**src/design/intc_pkg.sv**
```systemverilog
`default_nettype none
package intc_pkg;
   localparam int N_SRC      = 48;
   localparam int N_BANK     = 3;
   localparam int N_PRIO_REG = 12;
   localparam int N_TRAP     = 4;
   localparam int N_EXT      = 5;
   localparam int EXT_NUM [N_EXT] = '{0, 16, 23, 36, 37};

   localparam logic [7:0] FLAG_BASE   = 8'h00;
   localparam logic [7:0] ENA_BASE    = 8'h0C;
   localparam logic [7:0] PRIO_BASE   = 8'h18;
   localparam logic [7:0] STATUS_OFS  = 8'h48;
   localparam logic [7:0] CORE_OFS    = 8'h4C;
   localparam logic [7:0] ACCEPT_OFS  = 8'h50;
   localparam logic [7:0] CON1_OFS    = 8'h54;
   localparam logic [7:0] CON2_OFS    = 8'h58;
   localparam logic [7:0] DISCNT_OFS  = 8'h5C;

   localparam int NEST_BIT       = 15;
   localparam int TDIS_BIT       = 14;
   localparam int ALT_BIT        = 15;
   localparam int STATUS_LVL_LSB = 5;
   localparam int CORE_LVL_BIT   = 3;
   localparam int VEC_LEVEL_LSB  = 8;
   localparam int ADDR_ERR_TRAP  = 3;

   localparam logic [15:0] PRIO_FIELD_MASK = 16'h7777;
   localparam logic [15:0] CON2_WR_MASK    = 16'h801F;
   localparam logic [15:0] CON1_WR_MASK    = 16'h800F;
   localparam logic [3:0]  TIMED_MAX_LEVEL = 4'h6;
   localparam logic [3:0]  TRAP_TOP_LEVEL  = 4'hF;
   localparam logic [3:0]  LVL_RESET       = 4'h0;
   localparam logic [5:0]  VEC_OFFSET      = 6'h08;
   localparam logic [5:0]  TRAP_VEC_FIRST  = 6'h01;
   localparam logic [23:0] PRI_TBL_BASE    = 24'h00_0004;
   localparam logic [23:0] ALT_TBL_BASE    = 24'h00_0084;
   localparam logic [23:0] VSPACE_LO       = 24'h00_0004;
   localparam logic [23:0] VSPACE_HI       = 24'h00_00FE;

   typedef struct packed {
      logic       found;
      logic [5:0] vec;
      logic [3:0] level;
   } pick_t;

   typedef enum logic {S_IDLE, S_FETCH} fetch_state_t;

   function automatic logic [23:0] vector_addr(input logic alt,
                                               input logic [5:0] vec);
      return (alt ? ALT_TBL_BASE : PRI_TBL_BASE) + {17'h0_0000, vec, 1'b0};
   endfunction

   function automatic logic in_vspace(input logic [23:0] addr);
      return (addr >= VSPACE_LO) && (addr <= VSPACE_HI);
   endfunction
endpackage
`default_nettype wire

```
**src/design/prio_intc.sv**
```systemverilog
// Behaviour
// - request flag set by its source, held until software writes it clear.
// - flags set on their condition whatever the enable bit says.
// - a flagged request reaches arbitration only with its enable set.
// - each source holds a priority 1..7, seven highest.
// - priority zero never wins, same as a disabled source.
// - priority field is the low three bits of a nibble; top reads zero.
// - cpu level is four bits: bit 3 in core control, low three in status.
// - acceptance latches vector number and new level into accepted register.
// - nesting disable blocks any new interrupt while one is in service.
// - cpu level bits are read-only while nesting disable is one.
// - timed disable blocks levels 6 and below; its flag stays set meanwhile.
// - equal priorities pending together: lowest interrupt number wins.
// - assigned priority overrides natural order.
// - vector fetch address lies in the vector space 0x000004..0x0000FE.
// - fetched vector enters the pc through a 24-bit input mux.
// - normal fetch from vector space raises an address error trap.
// - control two holds pin edge selects and table choice; one holds traps.
// - up to 48 sources and 4 exceptions share one priority scheme.
`timescale 1ns/10ps
`default_nettype none
module prio_intc
   import intc_pkg::*;
(
   input  wire logic              mclk_in,
   input  wire logic              rst_n_in,
   input  wire logic              wb_cyc_in,
   input  wire logic              wb_stb_in,
   input  wire logic              wb_we_in,
   input  wire logic [7:0]        wb_adr_in,
   input  wire logic [3:0]        wb_sel_in,
   input  wire logic [31:0]       wb_dat_in,
   output logic      [31:0]       wb_dat_out,
   output logic                   wb_ack_out,
   input  wire logic [N_SRC-1:0]  src_event_in,
   input  wire logic [N_EXT-1:0]  ext_pin_in,
   input  wire logic [2:0]        trap_event_in,
   input  wire logic              fetch_valid_in,
   input  wire logic [23:0]       fetch_addr_in,
   input  wire logic              retire_in,
   input  wire logic              irq_ack_in,
   input  wire logic              irq_return_in,
   input  wire logic [3:0]        restore_level_in,
   input  wire logic [23:0]       pm_data_in,
   input  wire logic              pm_data_valid_in,
   input  wire logic [23:0]       seq_pc_in,
   output logic                   irq_req_out,
   output logic      [5:0]        irq_vec_out,
   output logic      [3:0]        irq_level_out,
   output logic      [3:0]        cpu_level_out,
   output logic                   vec_fetch_out,
   output logic      [23:0]       vec_addr_out,
   output logic                   pc_load_out,
   output logic      [23:0]       pc_out,
   output logic                   addr_err_out
);
   function automatic logic in_rng(input logic [7:0] adr,
                                   input logic [7:0] base,
                                   input int n);
      return (adr >= base) && ((adr - base) < 8'(4 * n));
   endfunction

   function automatic logic [3:0] widx(input logic [7:0] adr,
                                       input logic [7:0] base);
      return 4'((adr - base) >> 2);
   endfunction

   function automatic logic [15:0] merge(input logic [15:0] old,
                                         input logic [15:0] nw,
                                         input logic [15:0] mask);
      return (old & ~mask) | (nw & mask);
   endfunction

   logic                 wb_ack;
   logic [N_SRC-1:0]     flags;
   logic [N_SRC-1:0]     enables;
   logic [4*N_SRC-1:0]   prio;
   logic [3:0]           cur_level;
   logic                 in_service;
   logic                 nest_dis;
   logic [N_TRAP-1:0]    trap_flags;
   logic [15:0]          con2;
   logic [13:0]          tdis_cnt;
   logic [5:0]           acc_vec;
   logic [3:0]           acc_level;
   logic [N_EXT-1:0]     ext_s1;
   logic [N_EXT-1:0]     ext_s2;
   logic [N_EXT-1:0]     ext_s3;
   pick_t                pick;
   pick_t                pick_q;
   fetch_state_t         state;
   logic [31:0]          rd_word;
   logic [N_SRC-1:0]     set_vec;
   logic [N_SRC-1:0]     next_flags;
   logic [N_SRC-1:0]     next_enables;
   logic [4*N_SRC-1:0]   next_prio;
   logic [3:0]           next_cur_level;
   logic [13:0]          next_tdis_cnt;

   // bus decode
   wire logic        bus_req   = wb_cyc_in & wb_stb_in & ~wb_ack;
   wire logic        wr_en     = bus_req & wb_we_in;
   wire logic        rd_en     = bus_req & ~wb_we_in;
   wire logic        aligned   = wb_adr_in[1:0] == 2'b00;
   wire logic        hit_flag  = aligned
                               & in_rng(wb_adr_in, FLAG_BASE, N_BANK);
   wire logic        hit_ena   = aligned
                               & in_rng(wb_adr_in, ENA_BASE, N_BANK);
   wire logic        hit_prio  = aligned
                               & in_rng(wb_adr_in, PRIO_BASE, N_PRIO_REG);
   wire logic [3:0]  flag_idx  = widx(wb_adr_in, FLAG_BASE);
   wire logic [3:0]  ena_idx   = widx(wb_adr_in, ENA_BASE);
   wire logic [3:0]  prio_idx  = widx(wb_adr_in, PRIO_BASE);
   wire logic        hit_stat  = wb_adr_in == STATUS_OFS;
   wire logic        hit_cc    = wb_adr_in == CORE_OFS;
   wire logic        hit_acc   = wb_adr_in == ACCEPT_OFS;
   wire logic        hit_con1  = wb_adr_in == CON1_OFS;
   wire logic        hit_con2  = wb_adr_in == CON2_OFS;
   wire logic        hit_disc  = wb_adr_in == DISCNT_OFS;
   wire logic [15:0] wmask     = {{8{wb_sel_in[1]}}, {8{wb_sel_in[0]}}};
   wire logic [15:0] wdat      = wb_dat_in[15:0];

   // core side
   wire logic        tdis_on   = tdis_cnt != 14'h0000;
   wire logic        alt_tbl   = con2[ALT_BIT];
   wire logic [N_EXT-1:0] ext_rise = ext_s2 & ~ext_s3;
   wire logic [N_EXT-1:0] ext_fall = ~ext_s2 & ext_s3;
   wire logic [N_EXT-1:0] ext_edge = (con2[N_EXT-1:0] & ext_fall)
                                   | (~con2[N_EXT-1:0] & ext_rise);
   wire logic        addr_err  = fetch_valid_in
                               & in_vspace(fetch_addr_in);
   wire logic [N_TRAP-1:0] trap_set = {addr_err, trap_event_in};
   wire logic [3:0]  floor     = (tdis_on && cur_level < TIMED_MAX_LEVEL)
                               ? TIMED_MAX_LEVEL : cur_level;
   wire logic [N_SRC-1:0] armed = flags & enables;
   wire logic        take      = irq_ack_in & irq_req_out;
   wire logic        vec_sel   = (state == S_FETCH) & pm_data_valid_in;
   wire logic [15:0] con1_rd   = {nest_dis, 11'h000, trap_flags};
   wire logic [15:0] con1_new  = merge(con1_rd, wdat, wmask & CON1_WR_MASK);
   wire logic [15:0] con2_new  = merge(con2, wdat, wmask & CON2_WR_MASK);
   wire logic [15:0] disc_new  = merge({2'b00, tdis_cnt}, wdat, wmask);

   // handshake: blocked during service with nesting disabled, or a fetch in flight
   assign irq_req_out   = pick_q.found & ~(nest_dis & in_service)
                        & (state == S_IDLE);
   assign irq_vec_out   = pick_q.vec;
   assign irq_level_out = pick_q.level;
   assign cpu_level_out = cur_level;
   assign vec_fetch_out = state == S_FETCH;
   assign wb_ack_out    = wb_ack;

   source_arbiter u_arb (
      .req_in   (armed),
      .prio_in  (prio),
      .trap_in  (trap_flags),
      .floor_in (floor),
      .pick_out (pick)
   );

   pc_input_mux u_pcmux (
      .mclk_in     (mclk_in),
      .rst_n_in    (rst_n_in),
      .seq_pc_in   (seq_pc_in),
      .vec_word_in (pm_data_in),
      .vec_sel_in  (vec_sel),
      .pc_out      (pc_out),
      .pc_load_out (pc_load_out)
   );

   // pin events join the peripheral events
   always_comb begin
      set_vec = src_event_in;
      for (int e = 0; e < N_EXT; e++) begin
         set_vec[EXT_NUM[e]] = set_vec[EXT_NUM[e]] | ext_edge[e];
      end
   end

   // software write first, then hardware set on top so a set wins
   always_comb begin
      next_flags   = flags;
      next_enables = enables;
      next_prio    = prio;
      for (int k = 0; k < N_BANK; k++) begin
         if (wr_en && hit_flag && flag_idx == 4'(k)) begin
            next_flags[16*k +: 16] = merge(flags[16*k +: 16], wdat, wmask);
         end
         if (wr_en && hit_ena && ena_idx == 4'(k)) begin
            next_enables[16*k +: 16] =
               merge(enables[16*k +: 16], wdat, wmask);
         end
      end
      for (int k = 0; k < N_PRIO_REG; k++) begin
         if (wr_en && hit_prio && prio_idx == 4'(k)) begin
            next_prio[16*k +: 16] = merge(prio[16*k +: 16], wdat,
                                          wmask & PRIO_FIELD_MASK);
         end
      end
      next_flags = next_flags | set_vec;
   end

   always_comb begin
      next_cur_level = cur_level;
      if (wr_en && hit_stat && !nest_dis && wb_sel_in[0]) begin
         next_cur_level[2:0] = wdat[STATUS_LVL_LSB +: 3];
      end
      if (wr_en && hit_cc && !nest_dis && wb_sel_in[0]) begin
         next_cur_level[3] = wdat[CORE_LVL_BIT];
      end
      if (take) begin
         next_cur_level = pick_q.level;
      end else if (irq_return_in) begin
         next_cur_level = restore_level_in;
      end
   end

   always_comb begin
      next_tdis_cnt = tdis_cnt;
      if (wr_en && hit_disc) begin
         next_tdis_cnt = disc_new[13:0];
      end else if (retire_in && tdis_on) begin
         next_tdis_cnt = tdis_cnt - 14'h0001;
      end
   end

   always_comb begin
      rd_word = '0;
      if (hit_flag) begin
         rd_word[15:0] = flags[16*flag_idx +: 16];
      end else if (hit_ena) begin
         rd_word[15:0] = enables[16*ena_idx +: 16];
      end else if (hit_prio) begin
         rd_word[15:0] = prio[16*prio_idx +: 16];
      end else if (hit_stat) begin
         rd_word[STATUS_LVL_LSB +: 3] = cur_level[2:0];
      end else if (hit_cc) begin
         rd_word[CORE_LVL_BIT] = cur_level[3];
      end else if (hit_acc) begin
         rd_word[5:0] = acc_vec;
         rd_word[VEC_LEVEL_LSB +: 4] = acc_level;
      end else if (hit_con1) begin
         rd_word[15:0] = con1_rd;
      end else if (hit_con2) begin
         rd_word[15:0] = con2;
         rd_word[TDIS_BIT] = tdis_on;
      end else if (hit_disc) begin
         rd_word[13:0] = tdis_cnt;
      end
   end

   always_ff @(posedge mclk_in or negedge rst_n_in) begin
      if (!rst_n_in) begin
         wb_ack     <= 1'b0;
         wb_dat_out <= 32'h0000_0000;
      end else begin
         wb_ack <= bus_req;
         if (rd_en) begin
            wb_dat_out <= rd_word;
         end
      end
   end

   always_ff @(posedge mclk_in or negedge rst_n_in) begin
      if (!rst_n_in) begin
         flags    <= '0;
         enables  <= '0;
         prio     <= '0;
         cur_level <= LVL_RESET;
         tdis_cnt <= 14'h0000;
      end else begin
         flags    <= next_flags;
         enables  <= next_enables;
         prio     <= next_prio;
         cur_level <= next_cur_level;
         tdis_cnt <= next_tdis_cnt;
      end
   end

   always_ff @(posedge mclk_in or negedge rst_n_in) begin
      if (!rst_n_in) begin
         nest_dis   <= 1'b0;
         trap_flags <= '0;
         con2       <= 16'h0000;
      end else begin
         if (wr_en && hit_con1) begin
            nest_dis   <= con1_new[NEST_BIT];
            trap_flags <= con1_new[N_TRAP-1:0] | trap_set;
         end else begin
            trap_flags <= trap_flags | trap_set;
         end
         if (wr_en && hit_con2) begin
            con2 <= con2_new;
         end
      end
   end

   always_ff @(posedge mclk_in or negedge rst_n_in) begin
      if (!rst_n_in) begin
         ext_s1 <= '0;
         ext_s2 <= '0;
         ext_s3 <= '0;
      end else begin
         ext_s1 <= ext_pin_in;
         ext_s2 <= ext_s1;
         ext_s3 <= ext_s2;
      end
   end

   always_ff @(posedge mclk_in or negedge rst_n_in) begin
      if (!rst_n_in) begin
         pick_q       <= '0;
         in_service   <= 1'b0;
         acc_vec      <= 6'h00;
         acc_level    <= 4'h0;
         state        <= S_IDLE;
         vec_addr_out <= 24'h00_0000;
         addr_err_out <= 1'b0;
      end else begin
         pick_q       <= pick;
         addr_err_out <= addr_err;
         if (take) begin
            in_service <= 1'b1;
            acc_vec    <= pick_q.vec;
            acc_level  <= pick_q.level;
         end else if (irq_return_in) begin
            in_service <= 1'b0;
         end
         case (state)
            S_IDLE: begin
               if (take) begin
                  state        <= S_FETCH;
                  vec_addr_out <= vector_addr(alt_tbl, pick_q.vec);
               end
            end
            S_FETCH: begin
               if (pm_data_valid_in) begin
                  state <= S_IDLE;
               end
            end
            default: state <= S_IDLE;
         endcase
      end
   end
endmodule
`default_nettype wire

```
**src/design/source_arbiter.sv**
```systemverilog
`timescale 1ns/10ps
`default_nettype none
module source_arbiter
   import intc_pkg::*;
(
   input  wire logic [N_SRC-1:0]   req_in,
   input  wire logic [4*N_SRC-1:0] prio_in,
   input  wire logic [N_TRAP-1:0]  trap_in,
   input  wire logic [3:0]         floor_in,
   output var pick_t               pick_out
);
   logic [3:0] lv;

   // descending scan with >= lets the lower number win a tie
   always_comb begin
      pick_out = '0;
      lv = '0;
      for (int i = N_SRC - 1; i >= 0; i--) begin
         lv = {1'b0, prio_in[4*i +: 3]};
         if (req_in[i] && lv > floor_in && lv >= pick_out.level) begin
            pick_out.found = 1'b1;
            pick_out.vec   = 6'(i) + VEC_OFFSET;
            pick_out.level = lv;
         end
      end
      for (int t = N_TRAP - 1; t >= 0; t--) begin
         lv = TRAP_TOP_LEVEL - 4'(t);
         if (trap_in[t] && lv > floor_in) begin
            pick_out.found = 1'b1;
            pick_out.vec   = 6'(t) + TRAP_VEC_FIRST;
            pick_out.level = lv;
         end
      end
   end
endmodule
`default_nettype wire

```
**src/design/pc_input_mux.sv**
```systemverilog
`timescale 1ns/10ps
`default_nettype none
module pc_input_mux
   import intc_pkg::*;
(
   input  wire logic        mclk_in,
   input  wire logic        rst_n_in,
   input  wire logic [23:0] seq_pc_in,
   input  wire logic [23:0] vec_word_in,
   input  wire logic        vec_sel_in,
   output logic      [23:0] pc_out,
   output logic             pc_load_out
);
   always_ff @(posedge mclk_in or negedge rst_n_in) begin
      if (!rst_n_in) begin
         pc_out      <= 24'h00_0000;
         pc_load_out <= 1'b0;
      end else begin
         pc_out      <= vec_sel_in ? vec_word_in : seq_pc_in;
         pc_load_out <= vec_sel_in;
      end
   end
endmodule
`default_nettype wire

```
**config.mk**
```make
export PLATFORM = sky130hd
export DESIGN_NAME = prio_intc
export DESIGN_NICKNAME = d
export VERILOG_FILES = /design/src/design/intc_pkg.sv /design/src/design/prio_intc.sv /design/src/design/source_arbiter.sv /design/src/design/pc_input_mux.sv
export SDC_FILE = /design/constraint.sdc
export NUM_CORES = 1
export LEC_CHECK = 0
export BUFFER_PORTS_ARGS = -buffer_cell sky130_fd_sc_hd__buf_2
export CORE_UTILIZATION = 40
export DETAILED_ROUTE_END_ITERATION = 7
export MAX_ROUTING_LAYER = met4
export PLACE_DENSITY_LB_ADDON = 0.12
export SETUP_SLACK_MARGIN = 0.15
export SLEW_MARGIN = 0
export SYNTH_ARGS = -nofsm -noshare
export SYNTH_HDL_FRONTEND = slang
export SYNTH_HIERARCHICAL = 1
export SYNTH_SLANG_ARGS = --single-unit
```
**constraint.sdc**
```tcl
create_clock -name mclk_in -period 95.9 [get_ports mclk_in]
set_input_delay 4.795 -clock mclk_in [delete_from_list [all_inputs] [get_ports mclk_in]]
set_output_delay 4.795 -clock mclk_in [all_outputs]
set_load 0.01 [all_outputs]
```
==> results of run 1 <==
==> per-layer routing <==
| metal | track usage | up-vias | routed length, µm |
|---|---|---|---|
| met4 | 0.102 | 0 | 3810 |
| li1 | - | 11500 | - |
| met5 | - | - | 0 |
| met3 | 0.0270 | 181 | 5270 |
| met1 | 0.411 | 12900 | 50000 |
| met2 | 0.506 | 863 | 53300 |
==> power by group <==
part / switching (mW) / total [mW] / internal, mW
logic: 0.0676 / 0.107 / 0.0395
clock network: 0.0713 / 0.172 / 0.101
registers: 0.0107 / 0.171 / 0.160
total: 0.150 / 0.449 / 0.300
==> placed cells by master (no fill, tap or decap), types with 88 or more instances in the layout <==
master,Yosys,layout
nand2_1,210,210
ha_1,253,253
nor2_1,138,138
a21oi_1,127,127
dfrtp_1,358,358
inv_1,128,126
nor2b_1,100,100
nand3_1,104,104
o21ai_0,110,110
mux2_2,216,216
buf_2,23,232
and2_1,88,88
==> final timing paths <==
kind / slack [ns] / endpoint / cells after the start
max reg2reg: 19.63 / irq_vec_out[2] / 328
max: 19.63 / irq_vec_out[2] / 328
max in group asynchronous: 89.47 / async pin / 3
min reg2reg: 0.36 / ext_s2[0] / 0
min: 0.36 / ext_s2[0] / 0
min in group asynchronous: 4.18 / async pin / 1
==> logic make-up after synthesis <==
| group | share of synthesized area |
|---|---|
| simple gates | 0.179 |
| compound gates | 0.202 |
| flops | 0.311 |
| mux | 0.144 |
| buf+inv | 0.0479 |
| fa+ha+maj | 0.113 |
| xor+xnor | 0.00213 |
| other cells | 0.000130 |
==> area by class of cell <==
type	count	area [µm²]
multi-input combinational	2362	18600
sequential	358	8960
inverter	131	497
clock buffer	57	1180
fill	6943	39200
tap	950	1190
clock inverter	15	251
timing repair buffer	264	1420
antenna	5	12.5
==> key figures, run 1 <==
STA
  – Final Setup Violations: 0
  – Tmin final: 76.27 ns
  – Setup_tns: 0 ns
  – Max_slew headroom: 0.261
  – Post-route clock period utilization: 0.795
  – Worst Setup Slack, final: 19.63 ns
  – Max Freq: ~0.013 GHz
  – Max Slew Vio Count: 0
  – Final hold violation count: 0
  – RSZ-0062 raised after global routing: false
  – Worst Tran Pin Value: 1.11 ns
  – WHS: roughly 0.36 ns
  – Setup Skew: around 0.022 ns

Layout
  – Post-route cell area: about 32000 µm²
  – Synth-to-layout area growth: 11.5%
  – Layout cell share with drive strength beyond 1: 0.222
  – Final cell utilization of the core: 0.450
  – Finished Layout Cells: 4142
  – Total Nets Final: between 3000 and 4000

Floorplanning
  – DIE WIDTH: 270 µm
  – # IOs: 285
  – Die Y: roughly 270 µm
  – Placeable Area: 71400 µm²
  – Row cnt: 98
  – Full die area: 73100 µm²
  – Starting Density: 0.404

Yosys
  – Top-area cell type share of the netlist area: 0.311
  – Ys async rst share: 1.00
  – Predominant post-synthesis flop cell: dfrtp_1
  – Syn Inst Count: between 2000 and 3000
  – Mapped Area: 28800 µm²
  – Synth warn: 6
  – Synthesized flop and latch total: between 300 and 400
  – Top cells by area, synth: dfrtp_1 31%, ha_1 11%, mux2_2 8.4%, mux4_2 2.8%, nand2_1 2.7%
  – Post-synthesis sequential area ratio: 0.311
  – Post-synth EDFFs: 0
  – Synth cell types: 126
  – Most frequent cell after synthesis: dfrtp_1
  – Syn Area/Cell: 9.68 µm²
  – Yosys top cell by area: dfrtp_1
  – Post-synth top cells: 358 x dfrtp_1, 253 x ha_1, 216 x mux2_2

Placed design
  – Buffers on Ports: 234
  – Dpl ws: 20.96 ns
  – Dpl cells: 4065
  – Placed wire-length estimate: approximately 86 mm
  – Area after DPL: 30700 µm²
  – Routability cong.: 0.943

Clocking
  – Root buffer cell: clkbuf_16
  – Postcts setup bufs: 0
  – H-tree depth: 2
  – Cts hold-fix bufs: 0
  – Worst-path clk slew: 0.06 ns
  – Max Buffers Root-to-Sink: 3
  – CTS sink cnt: 358
  – Later-pin clock latency in the skew report: 0.61 ns
  – CTS resizes: 0
  – TritonCTS Buffers: between 40 and 50
  – TritonCTS clock tree: built

Critical path
  – Critical path class: register to register
  – Cell mode on critical path: ha_1
  – Critical path data required time: 96.40 ns
  – Setup crit start kind: register
  – Crit end category: register
  – CP bufs+invs: 15
  – Crit path arrival time: around 77 ns
  – Crit Path Max Fanout: 11
  – CP peak stage delay: 0.82 ns
  – Slowest-stage cell, CP: o21ai_0
  – Crit path max-delay family: compound AO/OA/AOI/OAI gates

Drt
  – Final wirelength: 112 mm
  – 1st-pass router iterations: 6
  – Detail Route Antenna Nets: 0
  – WL/cell: 27.1 µm
  – Via Count: 25500
  – Vias/cell: 6.15
  – Initial DRC count: 2335
  – Drc violations: 0

Pwr
  – Worst VDD drop: 0.0124 mV
  – Pwr Total: 0.449 mW
  – Leakage: 14.7 nW
  – PwrDens: 14.0 nW/µm²

Job
  – Max_cap viols: 0

GRT
  – First-pass GRT wire length: 166 mm
  – Remaining global-route overflow: 0
  – Vias in the first global route: between 20000 and 30000
  – Initial antenna violation count: 5
  – Largest net degree at the start of global routing: 86
  – Total track usage: 0.312

Min path
  – HP Start: ext_s1[0]
  – Worst Hold Class: register to register

Outcome
  – Outcome: finished, final reports clean
(Power assumes the default switching activity.)
==> run 2: changes to the inputs <==
- ABC_AREA: not set -> 1
- clock period: 95.9 -> 72.3 ns (I/O delays scaled with it)
==> run 2 against run 1 <==
  * Maximum frequency rose by 46%
  * First-iteration DRC count rose by 3.5%
  * Core utilization barely moved
  * Sequential share of layout area rose by 1.1 points
  * Worst hold slack got worse by 0.0089 ns
  * Synthesized area fell by 3.9%
  * Global-route usage fell by 1.0 points
  * Count of clock-buffer cells in the layout rose by 3
  * Power rose by 28%
  * Final area fell by 3.8%
  * Synthesized cell count rose by 32%
==> key figures, run 2 <==
STA
  – Setup Skew: 0.0183 ns (-0.00328 ns)
  – Max_slew headroom: 0.191 (-0.0695)
  – Max Slew Vio Count: 0 (unchanged)
  – RSZ-0062 raised after global routing: false
  – Worst Tran Pin Value: 1.21 ns (+0.103 ns)
  – Setup_tns: 0 ns (unchanged)
  – Post-route clock period utilization: 0.724 (-0.0714)
  – Final Setup Violations: 0 (unchanged)
  – Tmin final: 52.33 ns (-23.93 ns)
  – Final hold violation count: 0 (unchanged)
  – Max Freq: 0.0191 GHz (+46%)

GRT
  – Largest net degree at the start of global routing: 102 (+19%)
  – Total track usage: 0.302 (-0.0102)
  – Initial antenna violation count: 4 (-1)
  – First-pass GRT wire length: 155 mm (-6.6%)
  – Vias in the first global route: 24700 (-1.2%)
  – Remaining global-route overflow: 0 (unchanged)

Yosys
  – Synth warn: 6 (unchanged)
  – Ys async rst share: 1.00 (unchanged)
  – Mapped Area: 27700 µm² (-3.9%)
  – Post-synth top cells: 1134 x nand2_1, 514 x inv_1, 369 x o21ai_0
  – Top cells by area, synth: dfrtp_1 32%, nand2_1 15%, ha_1 11%, inv_1 7.0%, o21ai_0 6.7%
  – Top-area cell type share of the netlist area: 0.323 (+0.0125)
  – Predominant post-synthesis flop cell: dfrtp_1
  – Post-synthesis sequential area ratio: 0.323 (+0.0125)
  – Most frequent cell after synthesis: nand2_1
  – Synthesized flop and latch total: 358 (unchanged)
  – Synth cell types: 56 (-56%)
  – Syn Inst Count: 3944 (+32%)
  – Yosys top cell by area: dfrtp_1
  – Syn Area/Cell: 7.02 µm² (-27%)
  – Post-synth EDFFs: 0 (unchanged)

Layout
  – Total Nets Final: 4558 (+27%)
  – Layout cell share with drive strength beyond 1: 0.147 (-0.0752)
  – Most frequent cells in the layout: 1134 x nand2_1, 512 x inv_1, 369 x o21ai_0
  – Commonest non-fill, non-tap cell in the layout: nand2_1
  – Synth-to-layout area growth: 11.6% (about the same)
  – Final cell utilization of the core: 0.451 (about the same)

Critical path
  – Slowest-stage cell, CP: dfrtp_1
  – Crit path arrival time: 52.81 ns (-23.95 ns)
  – Setup crit start kind: register
  – Critical path data required time: 72.77 ns (-23.63 ns)
  – Crit end category: register
  – CP peak stage delay: 0.39 ns (-0.43 ns)
  – Critical path class: register to register
  – Crit Path Max Fanout: 10 (-1)
  – Cell mode on critical path: nand2_2

Clocking
  – Root buffer cell: clkbuf_16
  – Max Buffers Root-to-Sink: 3 (unchanged)
  – CTS resizes: 0 (unchanged)
  – TritonCTS Buffers: 42 (-2.3%)
  – TritonCTS clock tree: built
  – Cts hold-fix bufs: 0 (unchanged)
  – Later-pin clock latency in the skew report: 0.59 ns (-0.02 ns)
  – H-tree depth: 2 (unchanged)
  – Worst-path clk slew: 0.06 ns (about the same)
  – CTS sink cnt: 358 (unchanged)
  – Postcts setup bufs: 0 (unchanged)

Floorplanning
  – DIE WIDTH: 265 µm (-1.9%)
  – # IOs: 285 (unchanged)
  – Starting Density: 0.404 (about the same)
  – Row cnt: 96 (-2.0%)
  – Full die area: 70300 µm² (-3.8%)
  – Die Y: 265 µm (-1.9%)
  – Placeable Area: 68600 µm² (-3.9%)

Placed design
  – Placed wire-length estimate: 77.0 mm (-10%)
  – Routability cong.: 0.977 (+3.7%)
  – Buffers on Ports: 234 (unchanged)

Min path
  – Worst Hold Class: register to register
  – HP Start: ext_s1[1]

Drt
  – Drc violations: 0 (unchanged)
  – Vias/cell: 5.24 (-15%)
  – Final wirelength: 103 mm (-8.1%)
  – 1st-pass router iterations: 6 (unchanged)
  – WL/cell: 20.3 µm (-25%)
  – Detail Route Antenna Nets: 0 (unchanged)
  – Initial DRC count: 2416 (+3.5%)
  – Via Count: 26600 (+4.5%)

Pwr
  – PwrDens: 18.6 nW/µm² (+33%)
  – Worst VDD drop: 0.0203 mV (+63%)
  – Leakage: 15.5 nW (+5.5%)
  – Pwr Total: 0.575 mW (+28%)

Outcome
  – Outcome: finished, final reports clean

Job
  – Max_cap viols: 0 (unchanged)
==> run 2: final timing paths <==
kind	cells past startpoint	endpoint	slack, ns
min in group asynchronous	1	u_pcmux/pc_out[13]	3.07
hold reg to reg	0	ext_s2[1]	0.35
setup / recovery	471	irq_vec_out[5]	19.97
max in group asynchronous	2	async pin	67.72
hold / removal	0	ext_s2[1]	0.35
setup reg to reg	471	irq_vec_out[5]	19.97
==> run 2: layout make-up <==
| class | instances | area [µm²] |
|---|---|---|
| antenna | 3 | 7.51 |
| clock buffer | 60 | 1220 |
| clock inverter | 11 | 203 |
| fill | 7202 | 37700 |
| inverter | 526 | 1980 |
| multi-input combinational | 2929 | 16000 |
| sequential | 358 | 8960 |
| tap | 931 | 1160 |
| timing repair buffer | 262 | 1390 |
==> run 2: cell families after synthesis <==
logic type,synth area share
simple gates,0.296
compound gates,0.159
flops,0.323
buf+inv,0.104
fa+ha+maj,0.114
other cells,0.000135
xor+xnor,0.00285
==> run 2: worst max-delay path: cells and delay by family (launching register included) <==
kind | cells | cell delay, ns
adder cells (fa/ha/maj) | 49 | 13.96
buffers and inverters | 96 | 6.00
AND/OR/NAND/NOR | 232 | 18.07
AO/OA/AOI/OAI | 94 | 13.48
flip-flops | 1 | 0.39
==> run 2: power breakdown <==
group	internal [mW]	switching, mW	leakage (nW)
Sequential	0.211	0.0101	4.51
Clock	0.135	0.0914	0.698
Combinational	0.0411	0.0867	10.3
Total	0.387	0.188	15.5
==> run 2: layer usage <==
metal  vias up  track usage  share of wire
li1      13100            -              -
met1     12400        0.410           0.45
met2       944        0.465           0.45
met3       152       0.0374          0.070
met4         0        0.101          0.034
met5         -            -              0
==> run 2: through the flow <==
stage / worst slack [ns] / hold WS (ns) / instances / instance area (µm²)
3_3_place_gp: 20.65 / 0.333 / 5006 / 29500
6_report: 19.97 / 0.347 / 5080 / 30900
3_5_place_dp: 20.29 / 0.336 / 5006 / 29500
4_1_cts: 20.10 / 0.350 / 5077 / 30900
5_1_grt: 13.46 / 0.358 / 5078 / 30900
2_1_floorplan: 26.47 / 0.331 / 3975 / 27800
==> run 3: changes to the inputs <==
- clock period: 72.3 -> 44.7 ns (I/O delays scaled with it)
==> run 3 against run 2 <==
  * Combinational power up 84%
  * Clock skew is 0.032 ns higher
  * First-iteration DRC count is 7.8% lower
  * Final cell count rose by 6.7%
  * Count of clock-buffer cells in the layout is 5 lower
==> key figures, run 3 (same netlist as run 2, synthesis figures left out) <==
Outcome
  – Outcome: finished, final reports clean

STA
  – Max Slew Vio Count: 0 (unchanged)
  – Post-route clock period utilization: 0.994 (+0.270)
  – Worst Tran Pin Value: 1.20 ns (-0.00938 ns)
  – RSZ-0062 raised after global routing: true
  – Setup Skew: 0.0506 ns (+0.0323 ns)
  – Max_slew headroom: 0.198 (+0.00626)
  – Tmin final: 44.42 ns (-7.92 ns)
  – Final Setup Violations: 0 (unchanged)
  – Max Freq: 0.0225 GHz (+18%)
  – Final hold violation count: 0 (unchanged)
  – WHS: 0.346 ns (-0.00124 ns)
  – Setup_tns: 0 ns (unchanged)
  – Worst Setup Slack, final: 0.282 ns (-19.68 ns)

Placed design
  – Dpl ws: -3.16 ns (-23.45 ns)
  – Area after DPL: 31500 µm² (+7.0%)
  – Dpl cells: 5255 (+5.0%)
  – Routability cong.: 0.983 (+0.57%)
  – Buffers on Ports: 234 (unchanged)
  – Placed wire-length estimate: 77.2 mm (+0.37%)

Critical path
  – Critical path data required time: 45.24 ns (-27.53 ns)
  – Cell mode on critical path: nand2_2
  – Slowest-stage cell, CP: a211o_2
  – Crit end category: register
  – CP peak stage delay: 0.39 ns (about the same)
  – Crit Path Max Fanout: 6 (-4)
  – Crit path arrival time: 44.96 ns (-7.85 ns)
  – Critical path class: register to register
  – Setup crit start kind: register

Min path
  – Worst Hold Class: register to register

GRT
  – Largest net degree at the start of global routing: 99 (-2.9%)
  – Total track usage: 0.298 (-0.00398)
  – Initial antenna violation count: 3 (-1)
  – Vias in the first global route: 25500 (+2.9%)
  – Remaining global-route overflow: 0 (unchanged)
  – First-pass GRT wire length: 155 mm (-0.37%)

Pwr
  – PwrDens: 27.4 nW/µm² (+47%)
  – Leakage: 17.4 nW (+12%)
  – Worst VDD drop: 0.0288 mV (+42%)

Job
  – Max_cap viols: 0 (unchanged)

Drt
  – Drc violations: 0 (unchanged)
  – Vias/cell: 5.18 (-1.1%)
  – 1st-pass router iterations: 6 (unchanged)
  – Initial DRC count: 2228 (-7.8%)
  – WL/cell: 19.2 µm (-5.5%)
  – Via Count: 28100 (+5.5%)
  – Detail Route Antenna Nets: 0 (unchanged)
  – Final wirelength: 104 mm (+0.82%)

Clocking
  – TritonCTS Buffers: 42 (unchanged)
  – Worst-path clk slew: 0.06 ns (about the same)
  – Later-pin clock latency in the skew report: 0.61 ns (+0.02 ns)
  – H-tree depth: 2 (unchanged)
  – Cts hold-fix bufs: 0 (unchanged)
  – Root buffer cell: clkbuf_16
  – CTS sink cnt: 358 (unchanged)
  – TritonCTS clock tree: built
  – Max Buffers Root-to-Sink: 3 (unchanged)

Floorplanning
  – DIE WIDTH: 265 µm (unchanged)
  – # IOs: 285 (unchanged)
  – Starting Density: 0.404 (unchanged)
  – Die Y: 265 µm (unchanged)
  – Row cnt: 96 (unchanged)
  – Full die area: 70300 µm² (unchanged)
  – Placeable Area: 68600 µm² (unchanged)

Layout
  – Layout cell share with drive strength beyond 1: 0.269 (+0.122)
  – Total Nets Final: 4897 (+7.4%)
  – Synth-to-layout area growth: 25.3%
  – Fill count: 6905 (-4.1%)
  – Commonest non-fill, non-tap cell in the layout: nand2_1
  – Finished Layout Cells: 5420 (+6.7%)
  – Post-route cell area: 34700 µm² (+12%)
  – Most frequent cells in the layout: 1029 x nand2_1, 486 x inv_1, 358 x dfrtp_1
run 3: cell types whose count changed in the layout (fill, tap and decap cells not counted), sizes merged:
cell,delta
clkbuf,-5
clkinv,+5
inv,-1
diode,-1
clkinvlp,+5
bufinv,-2
buf,+339
run 3: worst paths after layout:
check | slack, ns | cells after the start | startpoint | endpoint
setup / recovery | 0.28 | 473 | register | irq_vec_out[4]
hold / removal | 0.35 | 0 | ext_s1[4] | ext_s2[4]
setup reg to reg | 0.28 | 473 | register | irq_vec_out[4]
hold reg to reg | 0.35 | 0 | ext_s1[4] | ext_s2[4]
max in group asynchronous | 40.82 | 3 | rst_n_in | wb_dat_out[0]
min in group asynchronous | 1.67 | 1 | rst_n_in | u_pcmux/pc_out[16]
run 3: metal layers:
layer | vias up | global-route usage | wire [µm]
li1 | 13800 | - | -
met1 | 13100 | 0.395 | 45200
met2 | 985 | 0.466 | 47700
met3 | 186 | 0.0365 | 7240
met4 | 0 | 0.111 | 4090
met5 | - | - | 0
run 3: report_power, final:
part / internal (mW) / switching [mW] / leakage [nW]
sequential: 0.341 / 0.0111 / 4.51
combinational: 0.0854 / 0.150 / 12.1
clock: 0.208 / 0.155 / 0.704
run 3: repair_timing:
| action | in CTS | in global routing |
|---|---|---|
| endpoints found under the setup margin | 10 | 10 |
| setup buffers | 11 | 79 |
| endpoints found under the hold margin | 0 | 0 |
| gates resized for setup | 167 | 239 |
| pin swaps | 18 | 268 |
run 3: layout make-up:
cell class              count  area [µm²]  area share
clock buffers              55        1200      0.0346
well taps                 931        1160      0.0336
multi-input cells        2929       17100       0.493
diodes                      2        5.00    0.000144
inverters                 526        1990      0.0575
flip-flops and latches    358        8960       0.258
clock inverters            18         238     0.00685
repair buffers            601        4040       0.116
run 3: critical path, delay by kind of cell (launching register included):
family                   cells  cell delay, ns
AO/OA/AOI/OAI               79            7.42
adder cells (fa/ha/maj)     49           12.75
buffers and inverters       81            4.78
flip-flops                   1            0.36
AND/OR/NAND/NOR            264           18.75
run 3: metrics by stage:
| step | utilization | power [mW] |
|---|---|---|
| 2_1_floorplan | - | 0.488 |
| 3_3_place_gp | 0.460 | 0.577 |
| 3_5_place_dp | 0.460 | 0.580 |
| 4_1_cts | 0.486 | 0.945 |
| 5_1_grt | 0.506 | 0.995 |
| 6_report | 0.506 | 0.951 |
